--- config.mk ---
export PLATFORM = sky130hd
export DESIGN_NAME = sckc_top
export DESIGN_NICKNAME = d
export VERILOG_FILES = /design/src/sckc_pkg.sv /design/src/sckc_divider.sv /design/src/sckc_top.sv
export SDC_FILE = /design/constraint.sdc
export NUM_CORES = 1
export LEC_CHECK = 0
export BUFFER_PORTS_ARGS = -buffer_cell sky130_fd_sc_hd__buf_4
export CAP_MARGIN = 20
export CORE_UTILIZATION = 45
export CTS_CLUSTER_SIZE = 16
export DETAILED_ROUTE_END_ITERATION = 8
export PLACE_DENSITY = 0.71
export RECOVER_POWER = 100
export SYNTH_ARGS = -nofsm -noshare
export SYNTH_HDL_FRONTEND = slang
export SYNTH_SLANG_ARGS = --single-unit
--- constraint.sdc ---
create_clock -name I_CLK -period 1.92 [get_ports I_CLK]
set_input_delay 0.096 -clock I_CLK [delete_from_list [all_inputs] [get_ports I_CLK]]
set_output_delay 0.096 -clock I_CLK [all_outputs]
set_load 0.005 [all_outputs]
--- src/sckc_pkg.sv ---
package sckc_pkg;
  localparam logic [7:0] ADDR_CLOCK_CONTROL = 8'hD8;
  localparam int         BIT_SLOW_TYPE      = 7;
  localparam int         BIT_FAST_TYPE      = 6;
  localparam int         BIT_SLOW_STOP      = 5;
  localparam int         BIT_PERIPH_STOP    = 4;
  localparam int         BIT_FAST_STOP      = 3;
  localparam int         BIT_FAST_SELECT    = 2;
  localparam int         PSC_HI             = 1;
  localparam int         PSC_LO             = 0;
  localparam logic [7:0] CLOCK_CONTROL_RST  = 8'h23;
  localparam logic [1:0] PSC_DIV16          = 2'h0;
  localparam logic [1:0] PSC_DIV4           = 2'h1;
  localparam logic [1:0] PSC_DIV2           = 2'h2;
  localparam logic [1:0] PSC_DIV1           = 2'h3;
  localparam int         PSC_SETTLE_CYCLES  = 16;
  localparam int         DIV_WIDTH          = 4;
endpackage

--- src/sckc_divider.sv ---
`timescale 1ns/1ps
module sckc_divider #(
  parameter int WIDTH = sckc_pkg::DIV_WIDTH
) (
  input  wire logic             i_clk,
  input  wire logic             i_resetn,
  input  wire logic             i_ce,
  input  wire logic [1:0]       i_code,
  output logic                  o_tick,
  output logic [WIDTH-1:0]      o_count
);
  // Masks reach 4 bits for the divide-by-16 code
  if (WIDTH < 4) begin : g_width_check
    $error("sckc_divider needs WIDTH of at least 4");
  end

  logic [WIDTH-1:0] cnt_ff;
  logic [WIDTH-1:0] mask;
  logic             wrap;

  // Terminal mask per code; a new code acts at once on the running count, so <=16 cycles
  assign mask = (i_code == sckc_pkg::PSC_DIV16) ? WIDTH'(4'hF) :
                (i_code == sckc_pkg::PSC_DIV4)  ? WIDTH'(4'h3) :
                (i_code == sckc_pkg::PSC_DIV2)  ? WIDTH'(4'h1) :
                                                  WIDTH'(4'h0);
  assign wrap = ((cnt_ff & mask) == mask);

  always_ff @(posedge i_clk or negedge i_resetn) begin
    if (!i_resetn) begin
      cnt_ff <= '0;
      o_tick <= 1'b0;
    end else if (i_ce) begin
      cnt_ff <= wrap ? '0 : cnt_ff + WIDTH'(1);
      o_tick <= wrap;
    end
  end

  assign o_count = cnt_ff;
endmodule

--- src/sckc_top.sv ---
// Decided for this implementation: the strobed register port.
`timescale 1ns/1ps
module sckc_top (
  input  wire logic       I_CLK,
  input  wire logic       I_RESETN,
  input  wire logic       I_CE,
  input  wire logic [7:0] I_ADDR,
  input  wire logic [7:0] I_WDATA,
  input  wire logic       I_WR,
  input  wire logic       I_RD,
  input  wire logic       I_POWER_DOWN_BIT,
  input  wire logic       I_IDLE,
  input  wire logic       I_SLOW_MODE,
  output logic [7:0]      O_RDATA,
  output logic            O_SLOW_CRYSTAL_EN,
  output logic            O_SLOW_INTERNAL_OSCILLATOR_EN,
  output logic            O_FAST_CRYSTAL_EN,
  output logic            O_FAST_INTERNAL_OSCILLATOR_EN,
  output logic            O_FAST_HIGH_GAIN,
  output logic            O_CRYSTAL_PINS,
  output logic            O_FAST_SELECT,
  output logic            O_SYS_TICK,
  output logic            O_PERIPH_CLK_EN
);
  logic [7:0] ctl_ff;
  logic [7:0] nxt_ctl;
  logic       hit;
  logic       wr_hit;
  logic       fast_mode;
  logic       slow_mode;
  logic       fast_stopped;
  logic       tick;
  logic [3:0] div_cnt;

  assign hit          = (I_ADDR == sckc_pkg::ADDR_CLOCK_CONTROL);
  assign wr_hit       = I_WR & hit;
  assign fast_mode    = ctl_ff[sckc_pkg::BIT_FAST_SELECT];
  assign slow_mode    = ~fast_mode;
  assign fast_stopped = ctl_ff[sckc_pkg::BIT_FAST_STOP];

  // Each guarded bit judged against the old register value
  always_comb begin
    nxt_ctl = ctl_ff;
    if (wr_hit) begin
      nxt_ctl[sckc_pkg::BIT_SLOW_STOP]   = I_WDATA[sckc_pkg::BIT_SLOW_STOP];
      nxt_ctl[sckc_pkg::BIT_PERIPH_STOP] =
        I_WDATA[sckc_pkg::BIT_PERIPH_STOP];
      nxt_ctl[sckc_pkg::PSC_HI:sckc_pkg::PSC_LO] =
        I_WDATA[sckc_pkg::PSC_HI:sckc_pkg::PSC_LO];
      if (fast_mode) begin
        nxt_ctl[sckc_pkg::BIT_SLOW_TYPE] = I_WDATA[sckc_pkg::BIT_SLOW_TYPE];
      end
      if (slow_mode) begin
        nxt_ctl[sckc_pkg::BIT_FAST_TYPE] = I_WDATA[sckc_pkg::BIT_FAST_TYPE];
        nxt_ctl[sckc_pkg::BIT_FAST_STOP] = I_WDATA[sckc_pkg::BIT_FAST_STOP];
      end
      if (!fast_stopped) begin
        nxt_ctl[sckc_pkg::BIT_FAST_SELECT] =
          I_WDATA[sckc_pkg::BIT_FAST_SELECT];
      end
    end
  end

  always_ff @(posedge I_CLK or negedge I_RESETN) begin
    if (!I_RESETN) begin
      ctl_ff <= sckc_pkg::CLOCK_CONTROL_RST;
    end else if (I_CE) begin
      ctl_ff <= nxt_ctl;
    end
  end

  always_ff @(posedge I_CLK or negedge I_RESETN) begin
    if (!I_RESETN) begin
      O_RDATA <= 8'h00;
    end else if (I_CE) begin
      O_RDATA <= (I_RD & hit) ? ctl_ff : 8'h00;
    end
  end

  sckc_divider #(
    .WIDTH (sckc_pkg::DIV_WIDTH)
  ) u_div (
    .i_clk    (I_CLK),
    .i_resetn (I_RESETN),
    .i_ce     (I_CE),
    .i_code   (ctl_ff[sckc_pkg::PSC_HI:sckc_pkg::PSC_LO]),
    .o_tick   (tick),
    .o_count  (div_cnt)
  );

  logic slow_type;
  logic fast_type;
  logic slow_run;
  logic fast_run;
  assign slow_type = ctl_ff[sckc_pkg::BIT_SLOW_TYPE];
  assign fast_type = ctl_ff[sckc_pkg::BIT_FAST_TYPE];
  // Slow clock stops only when powered down with slow_stop set
  assign slow_run = ~(ctl_ff[sckc_pkg::BIT_SLOW_STOP] & I_POWER_DOWN_BIT);
  // Fast clock stopped by power-down even while selected; stop bit needs slow mode
  assign fast_run = ~(fast_stopped & slow_mode &
                      (I_SLOW_MODE | I_IDLE)) & ~I_POWER_DOWN_BIT;

  always_ff @(posedge I_CLK or negedge I_RESETN) begin
    if (!I_RESETN) begin
      O_SLOW_CRYSTAL_EN             <= 1'b0;
      O_SLOW_INTERNAL_OSCILLATOR_EN <= 1'b1;
      O_FAST_CRYSTAL_EN             <= 1'b0;
      O_FAST_INTERNAL_OSCILLATOR_EN <= 1'b1;
      O_FAST_HIGH_GAIN              <= 1'b0;
      O_CRYSTAL_PINS                <= 1'b0;
      O_FAST_SELECT                 <= 1'b0;
      O_SYS_TICK                    <= 1'b0;
      O_PERIPH_CLK_EN               <= 1'b1;
    end else if (I_CE) begin
      O_SLOW_CRYSTAL_EN             <= slow_type & slow_run;
      O_SLOW_INTERNAL_OSCILLATOR_EN <= ~slow_type & slow_run;
      O_FAST_CRYSTAL_EN             <= fast_type & fast_run;
      O_FAST_INTERNAL_OSCILLATOR_EN <= ~fast_type & fast_run;
      O_FAST_HIGH_GAIN              <= fast_type;
      O_CRYSTAL_PINS                <= slow_type | fast_type;
      O_FAST_SELECT                 <= fast_mode;
      O_SYS_TICK                    <= tick;
      O_PERIPH_CLK_EN               <= ~(ctl_ff[sckc_pkg::BIT_PERIPH_STOP]
                                         & I_IDLE);
    end
  end

  // Assertions
  property p_slow_type_guard;
    @(posedge I_CLK) disable iff (!I_RESETN)
    (I_CE && !fast_mode) |=> $stable(slow_type);
  endproperty
  a_slow_type_guard: assert property (p_slow_type_guard)
    else $error("slow type changed outside fast mode");

  property p_fast_type_guard;
    @(posedge I_CLK) disable iff (!I_RESETN)
    (I_CE && fast_mode) |=> $stable(fast_type) && $stable(fast_stopped);
  endproperty
  a_fast_type_guard: assert property (p_fast_type_guard)
    else $error("fast bits changed outside slow mode");

  property p_select_guard;
    @(posedge I_CLK) disable iff (!I_RESETN)
    (I_CE && fast_stopped) |=> $stable(fast_mode);
  endproperty
  a_select_guard: assert property (p_select_guard)
    else $error("select changed while fast stopped");

  property p_slow_halt;
    @(posedge I_CLK) disable iff (!I_RESETN)
    (I_CE && ctl_ff[sckc_pkg::BIT_SLOW_STOP] && I_POWER_DOWN_BIT)
      |=> !O_SLOW_CRYSTAL_EN && !O_SLOW_INTERNAL_OSCILLATOR_EN;
  endproperty
  a_slow_halt: assert property (p_slow_halt)
    else $error("slow clock runs after power-down");

  property p_periph_gate;
    @(posedge I_CLK) disable iff (!I_RESETN)
    (I_CE && ctl_ff[sckc_pkg::BIT_PERIPH_STOP] && I_IDLE)
      |=> !O_PERIPH_CLK_EN;
  endproperty
  a_periph_gate: assert property (p_periph_gate)
    else $error("peripheral clock not gated in idle");

  property p_crystal_pins;
    @(posedge I_CLK) disable iff (!I_RESETN)
    (I_CE && slow_type) |=> O_CRYSTAL_PINS;
  endproperty
  a_crystal_pins: assert property (p_crystal_pins)
    else $error("crystal pins not claimed");

  property p_high_gain;
    @(posedge I_CLK) disable iff (!I_RESETN)
    (I_CE && fast_type) |=> O_FAST_HIGH_GAIN && O_CRYSTAL_PINS;
  endproperty
  a_high_gain: assert property (p_high_gain)
    else $error("fast crystal gain not high");

  property p_div1_every;
    @(posedge I_CLK) disable iff (!I_RESETN)
    (I_CE && div_cnt == 4'h0 &&
     ctl_ff[sckc_pkg::PSC_HI:sckc_pkg::PSC_LO] == sckc_pkg::PSC_DIV1)
      |=> tick;
  endproperty
  a_div1_every: assert property (p_div1_every)
    else $error("divide by one missed a tick");

  property p_psc_settle;
    @(posedge I_CLK) disable iff (!I_RESETN)
    (wr_hit && I_CE) |-> ##[1:16] (tick || !I_CE);
  endproperty
  a_psc_settle: assert property (p_psc_settle)
    else $error("prescaler not in effect within 16 cycles");

  property p_fast_stop_gate;
    @(posedge I_CLK) disable iff (!I_RESETN)
    (I_CE && fast_stopped && slow_mode && (I_SLOW_MODE || I_IDLE))
      |=> !O_FAST_CRYSTAL_EN && !O_FAST_INTERNAL_OSCILLATOR_EN;
  endproperty
  a_fast_stop_gate: assert property (p_fast_stop_gate)
    else $error("fast clock runs while stopped");

  property p_select_track;
    @(posedge I_CLK) disable iff (!I_RESETN)
    I_CE |=> (O_FAST_SELECT == $past(fast_mode));
  endproperty
  a_select_track: assert property (p_select_track)
    else $error("select output lags the register");

  // Bus stays quiet except in the cycle after a mapped read
  property p_rdata_idle;
    @(posedge I_CLK) disable iff (!I_RESETN)
    (I_CE && !(I_RD && hit)) |=> (O_RDATA == 8'h00);
  endproperty
  a_rdata_idle: assert property (p_rdata_idle)
    else $error("read data not zero outside a read");

  c_fast_mode: cover property (@(posedge I_CLK) disable iff (!I_RESETN)
    $rose(fast_mode));
  c_fast_stop: cover property (@(posedge I_CLK) disable iff (!I_RESETN)
    $rose(fast_stopped));
  c_div16: cover property (@(posedge I_CLK) disable iff (!I_RESETN)
    tick && ctl_ff[sckc_pkg::PSC_HI:sckc_pkg::PSC_LO] == sckc_pkg::PSC_DIV16);
  c_idle_gate: cover property (@(posedge I_CLK) disable iff (!I_RESETN)
    $fell(O_PERIPH_CLK_EN));
endmodule

-- After elaboration in Yosys (flattened, before gate mapping)
Index checks and enable logic that the tools add are counted.
- logic and storage cells: 53
- bits in registers: 30
- bits of input ports: 24
- equality and inequality tests: 4
- reduce and logical (&&, ||, !) cells: 5
- mux-type cells: 5
- bitwise logic cells: 22
- add/sub/neg operators: 1
- operators by type and width (operator ; number):
    4-bit two-way mux ; 3
    1-bit bitwise AND ; 11
    3-bit AND reduction ; 3
    8-bit == test, second input constant ; 1
    8-bit two-way mux ; 1
    1-bit NOT ; 8
    4-bit by 1-bit adder with 4-bit output, second input constant ; 1
    4-bit bitwise AND ; 1
    4-bit == test ; 1
    2-bit by 1-bit == test with 1-bit output, second input constant ; 1
    2-bit == test, second input constant ; 1
    2-bit zero test ; 1
    1-bit OR ; 2
    2-bit AND reduction ; 1
    1-bit two-way mux ; 1

-- Longest topological paths before layout
Gate-level depths: netlist of the first run.
- word-level depth: 7
- gate-level depth with buffers: 5
- depth with buffers taken out: 4

-- By module
From an unflattened synthesis of the first run, not the netlist that was laid out.
- cells, all modules: 117
- area total of the unflattened synthesis: 1376.3 µm²
- by module, submodules not included (module ; area an instance (µm²) ; cells an instance ; instances ; seq. area each (µm²)):
    sckc_top ; 1109.8 ; 92 ; 1 ; 633.1
    sckc_divider ; 266.5 ; 25 ; 1 ; 125.1

-- Worst setup path before layout of the first run
Ideal clock, no wire load.
- path kind: input to register
- start: in I_ADDR[1]
- end: reg ctl_ff[3]
- required time: 1.795 ns
- stages on the path: 3
- setup time: 0.125 ns
- path slack: 0.520 ns
- data arrival time: 1.275 ns
- path through: or4b_4 -> nor3_1 -> mux2_2
- longest elaborated chain between the ends: 3
- RTL lines (element ; line ; RTL):
    from (decl) ; sckc_top.sv:7 ; input wire logic [7:0] I_ADDR,
    8-bit == test ; sckc_top.sv:35 ; assign hit = (I_ADDR == sckc_pkg::ADDR_CLOCK_CONTROL);
    1-bit bitwise AND ; sckc_top.sv:36 ; assign wr_hit = I_WR & hit;
    3-bit AND reduction (no source line) ; n/a ;
    to (signal assigned) ; sckc_top.sv:66 ; ctl_ff <= sckc_pkg::CLOCK_CONTROL_RST;
    to (signal assigned) ; sckc_top.sv:68 ; ctl_ff <= nxt_ctl;
    to (decl) ; sckc_top.sv:25 ; logic [7:0] ctl_ff;
Every way passes these cells.
A chain may end at the register's enable or synchronous reset.

-- Worst setup path after layout of the first run
- start: in I_ADDR[1]
- end: reg ctl_ff[4]
- longest elaborated chain between the ends: 3
- RTL lines (element ; line):
    8-bit == test ; sckc_top.sv:35
    1-bit bitwise AND ; sckc_top.sv:36
    2-bit AND reduction (no source line) ; n/a
Every way passes these cells.

==> impl_results.md, run 1 <==
* Remaining antenna violation count at 0
* Post-CTS Hold Buffers at 9
* EDFF count, synth at 0
* Hold Vio Cnt, Final at 0
* Antenna cells at 0
* Clock transition at path regs at approximately 0.11 ns
* Post_cts resized at 0
* Worst setup margin at 0.460 ns
* Syn Inst Count at approximately 110
* Die area at 0.00327 mm²
* Fill count at between 200 and 250
* CTS tree: done
* Routability congestion estimate at about 0.75
* Vias/cell at roughly 5.5
* Grt total ovfl at 0
* Std-Cell Rows at 19
* Layout area overhead at 31.2%
* CP max FO at 5
* Pre-CTS setup slack at between 0.2 and 0.25 ns
* Drt first pass iters at 4
* Max Fclk at 685 MHz
* WHS Path Cells at 3
* Clk Latency, worst-skew pair at about 0.34 ns
* Initial detailed-routing violation count at 35
* Die Ht at 57.2 µm
* Hold_ws at 0.0726 ns
* Post-DP HPWL at ~2.2 mm
* Hold Path End: O_FAST_INTERNAL_OSCILLATOR_EN
* Post-CTS setup buffer count at 0
* Final net count at between 150 and 200
* Register bit total from synthesis at 30
* Port Buffers at 40
* Via count at approximately 1.1k
* Family with the most delay on the worst path: simple AND/OR/NAND/NOR gates
* Largest net degree at the start of global routing at 31
* Max Root-Sink Buffers at 2
* R2R cell count at 3
* Max-cap viol count at 0
* Status: complete, no violations
* Total GRT Usage at between 20% and 30%
* Cell variety after synth at 32
* VDD IR-drop max at roughly 0.54 mV
* Post-Syn Area per Cell at approximately 12 µm²
* Setup CP Type: input pin to register
* PwrDens at between 700 and 800 mW/mm²
* Top-Level Pins at just over 40
* Mapped Nets at 137
* Crit path cell chain: clkbuf_4 > or4b_1 > nor3_1 > mux2_2
* Top cells by area, synth: dfrtp_1, dfstp_2, o2bb2ai_2
* TritonCTS Buffers at 5
* Critical Path End Type: register
* Final Critical Period at 1.46 ns
* Worst Path Buf+Inv at 1
* CORE AREA at ~0.0028 mm²
* Clock Skews at between 0.01 and 0.015 ns
* Worst Hold Launch: I_POWER_DOWN_BIT
* Slew Viols, Final at 0
* CP startpoint kind: input pin
* Final setup violating endpoints at 0
* Routed WL per cell at ~16 µm
* Yosys warnings at 0
* FF-to-FF setup slack at 0.55 ns
* Initial Util at about half
* Seq/Total Area, Yosys at between 50 and 60%
* DRC Markers at 0
* Critical path arrival at 1.70 ns
* Setup_tns at 0 ns
* Clock Sinks at 30
* Hold crit path type: input pin to register
* H-tree depth at 2
* Reg2Reg Launch Point: ctl_ff[2]
* P_leak at around 0.84 nW
* Main synth FF type: dfrtp_1
* Rel. slew slack at 51.6%
* Slowest stage cell on the critical path: or4b_1
* CP max stage delay at 0.60 ns
* Fin util at a little under two thirds
* Share of post-route cells with drive strength above 1 at a little under two fifths
* Final WL at just over 3 mm
* Vias in the first global route at 1083
* Asr flop ratio synth at 100%
* RSZ-0062 raised after global routing: no
* Die width at approximately 57 µm
* Mapped cell area at approximately 0.0014 mm²
* Synth area leader: dfrtp_1
* Synth top area share at roughly 44%
* Worst reg2reg endpoint: ctl_ff[3]
* Final period util at 76.0%
* Root buffer cell: clkbuf_4
* Initial antenna violation count at 0
* Tot Pwr at approximately 1.4 mW
* First-pass GRT wire length at between 5 and 6 mm
* Least-Margin Pin Slew at 0.726 ns
* Worst EP required at about 2.2 ns
==> synthesized netlist by cell type (2+ instances only) <==
cell type   n
a211oi_1    2
a21o_1      3
a21oi_1     4
clkbuf_1    3
dfrtp_1    24
dfstp_2     6
inv_1       5
mux2_2     10
nand2_1    12
nand2b_1    2
nand3_1     3
nor2_1      4
nor3_1      3
o21ai_0     4
o2bb2ai_1   3
o2bb2ai_2   8
==> stage by stage <==
step / std cells / area (µm²)
after floorplan: 112 / 1370
after global placement: 178 / 1680
after detailed placement: 178 / 1680
after CTS: 195 / 1840
after global routing: 196 / 1800
final: 196 / 1800
==> area by class of cell <==
cell class              instances  area, µm²  share of cell area (%)
flip-flops and latches         30        758                    42.2
repair buffers                 50        398                    22.1
well taps                      31       38.8                    2.16
inverters                       5       18.8                    1.04
clock inverters                 2       12.5                   0.696
multi-input cells              72        520                    28.9
clock buffers                   6       51.3                    2.85
==> how the worst max path moves through the flow <==
stage | from | end | slack (ns) | cells past startpoint
after floorplan | I_ADDR[1] | ctl_ff[3] | 0.52 | 3
after global routing | I_ADDR[1] | ctl_ff[4] | 0.37 | 4
after global placement | I_ADDR[1] | O_RDATA[6] | 0.29 | 4
after detailed placement | I_ADDR[1] | O_RDATA[0] | 0.23 | 4
final | I_ADDR[1] | ctl_ff[4] | 0.46 | 4
after CTS | ctl_ff[2] | ctl_ff[3] | 0.54 | 3
==> placed cells by master (no fill, tap or decap), types with 2 or more instances in the layout <==
cell           count
dfstp_2            2
mux2_2             9
inv_1              5
dfrtp_1           24
dfstp_1            4
nand3_1            3
a21o_1             3
o21ai_0            4
a21oi_1            4
nor3_1             4
nand2_1           12
clkbuf_4          21
o2bb2ai_2          3
nor2_1             4
nand2b_1           2
o2bb2ai_1          8
buf_4             23
a211oi_1           2
dlygate4sd3_1     10
==> tightest hold or removal path, delay by kind of cell <==
family | cells | cell delay [ns]
buffers and inverters | 1 | 0.10
AOI/OAI and AO/OA | 2 | 0.21
==> sequential cells by signal, indices dropped and copies added, names as in the netlist <==
name,count
O_SLOW_CRYSTAL_EN,1
O_CRYSTAL_PINS,1
u_div.o_tick,1
O_FAST_HIGH_GAIN,1
u_div.o_count,4
ctl_ff,8
O_PERIPH_CLK_EN,1
O_FAST_CRYSTAL_EN,1
O_SYS_TICK,1
O_SLOW_INTERNAL_OSCILLATOR_EN,1
O_RDATA,8
O_FAST_SELECT,1
O_FAST_INTERNAL_OSCILLATOR_EN,1
==> power by group <==
part           internal, mW  switching [mW]
logic                 0.124           0.101
registers             0.683          0.0593
clock network         0.176           0.236
total                 0.983           0.396
==> cells by family after synthesis <==
family	after synthesis	share of synthesized area (%)
fa+ha+maj	1	0.913
mux	11	8.95
flops	30	55.3
buf+inv	10	3.29
compound gates	29	19.3
simple gates	31	12.2
==> metal layers <==
layer / vias up / routed length, µm / GRT usage (%)
met5: - / 0 / 0
met4: 0 / 44 / 8.36
met3: 5 / 132 / 7.26
met2: 29 / 1560 / 35.5
met1: 528 / 1310 / 25.8
li1: 512 / - / -
No activity file was read; power rests on OpenSTA's default activity.
==> run 2: changes to the inputs <==
clock period = 1.4 ns   (was 1.92 ns; I/O delays follow)
==> run 2 against run 1 <==
Via count fell by 0.56%. Hold slack got worse by 0.034 ns. Critical path depth did not move. Non-clock buffer count rose by 3.
==> impl_results.md, run 2 (synthesis gave the netlist of run 1 again) <==
* Final period util at 94.0%
* DP Area at about 0.0017 mm²
* Final Critical Period at between 1 and 1.5 ns
* Hold Vio Cnt, Final at 0
* TritonCTS Buffers at 5
* PwrDens at 1010 mW/mm²
* Tot Pwr at ~1.9 mW
* Clock transition at path regs at around 0.090 ns
* Top-Level Pins at 41
* Comb power frac at roughly 17%
* Worst Hold Launch: I_POWER_DOWN_BIT
* Initial Util at 48.4%
* Max Fclk at about 760 MHz
* CORE AREA at between 0.002 and 0.003 mm²
* Commonest non-fill, non-tap cells in the layout: dfrtp_1, buf_4, clkbuf_4, nand2_1
* VDD IR-drop max at just under 0.6 mV
* Post-route cell area at around 0.0018 mm²
* Antenna cells at 0
* Clock share of power at a little under 30%
* Crit. Startpoint: I_ADDR[1]
* Flop pwr share at 54.5%
* Hold_ws at 0.0390 ns
* Die area at 0.00327 mm²
* Post-CTS setup buffer count at 0
* Status: complete, no violations
* Vias in the first global route at 1097
* Post-Place Cells at ~180
* Total GRT Usage at about a fifth
* Rel. slew slack at between 50% and 60%
* NetSw at between 500 and 600 µW
* Setup CP Type: input pin to register
* Least-Margin Pin Slew at slightly above 0.7 ns
* First-pass GRT wire length at roughly 4.6 mm
* Reg2Reg Launch Point: ctl_ff[2]
* Slew Viols, Final at 0
* H-tree depth at 2
* Clock Sinks at 30
* Critical path arrival at approximately 1.5 ns
* Sw frac at 27.3%
* Root buffer cell: clkbuf_4
* Pre-CTS setup slack at -0.158 ns
* Routability congestion estimate at roughly 0.77
* Routed WL per cell at 14.6 µm
* Final net count at about 190
* Hold crit path type: input pin to register
* CTS tree: done
* Die width at between 50 and 60 µm
* Final setup violating endpoints at 0
* Vias/cell at 5.37
* Worst EP required at around 1.6 ns
* Clock Skews at 0.0105 ns
* Share of post-route cells with drive strength above 1 at 41.1%
* Initial detailed-routing violation count at 39
* Grt total ovfl at 0
* Remaining antenna violation count at 0
* P_leak at between 0.8 and 0.9 nW
* Max Root-Sink Buffers at 2
* Int Pwr at 1.35 mW
* Final WL at about 2.9 mm
* Max-cap viol count at 0
* Worst setup margin at about 0.084 ns
* RSZ-0062 raised after global routing: no
* DRC Markers at 0
* Layout area overhead at 33.8%
* Post-DP HPWL at roughly 2 mm
* Via count at 1068
* Initial antenna violation count at 0
* Drt first pass iters at 4
* Die Ht at between 50 and 60 µm
* Largest net degree at the start of global routing at 31
* Non-filler cells, final at 199
* Critical Path End Type: register
* Std-Cell Rows at 19
* CP max FO at 5
* Port Buffers at 40
* Clk Latency, worst-skew pair at between 0.3 and 0.4 ns
* CP startpoint kind: input pin
* Fill count at 242
-- run 2: cell types whose count changed in the layout (fill, tap and decap cells not counted), sizes merged --
| cell | change |
|---|---|
| buf | +1 |
| clkbuf | +3 |
| clkinvlp | -1 |
-- run 2: path summary, 6_finish.rpt --
check,to,slack [ns],depth (start not counted)
min,O_SLOW_INTERNAL_OSCILLATOR_EN,0.04,3
max,ctl_ff[4],0.08,4
min in group asynchronous,O_RDATA[2],0.32,2
min reg2reg,O_PERIPH_CLK_EN,0.48,1
max reg2reg,ctl_ff[6],0.11,3
max in group asynchronous,O_RDATA[3],0.61,2
-- run 2: critical path, cell delays in order --
cell and delay [ns]:
buf_4 0.11, or4b_1 0.62, nor3_2 0.36, mux2_2 0.37
-- run 2: timing repair --
| action | in CTS | in global routing |
|---|---|---|
| hold buffers | 10 | 0 |
| hold endpoints to repair | 39 | 0 |
| gates resized for setup | 0 | 1 |
| setup endpoints to repair | 0 | 1 |
-- run 2: per-layer routing --
metal / track usage, % / part of all wire, % / vias up
met5: 0 / 0 / -
met4: 7.32 / 1.6 / 0
met3: 7.03 / 4.5 / 6
met2: 33.1 / 52 / 28
met1: 21.7 / 42 / 518
li1: - / - / 516
-- run 2: layout make-up --
cell class | instances | area, µm² | area share, %
flip-flops and latches | 30 | 758 | 41.4
multi-input cells | 72 | 543 | 29.6
repair buffers | 53 | 414 | 22.6
clock buffers | 7 | 55.1 | 3.00
well taps | 31 | 38.8 | 2.12
inverters | 5 | 18.8 | 1.02
clock inverters | 1 | 5.00 | 0.273
-- run 2: power by group through the flow --
stage / Clock (mW) / Combinational (mW) / Sequential, mW
5_1_grt: 0.584 / 0.341 / 1.03
6_report: 0.537 / 0.309 / 1.01
2_1_floorplan: 0 / 0.172 / 1.02
3_5_place_dp: 0 / 0.294 / 1.03
3_3_place_gp: 0 / 0.276 / 1.03
4_1_cts: 0.545 / 0.318 / 1.02
-- run 2: per-stage QoR --
stage | utilization [%] | setup TNS, ns
after floorplan | - | 0
after global placement | 60.3 | -1.32
after detailed placement | 60.3 | -1.60
after CTS | 65.9 | 0
after global routing | 64.8 | 0
final | 64.8 | 0
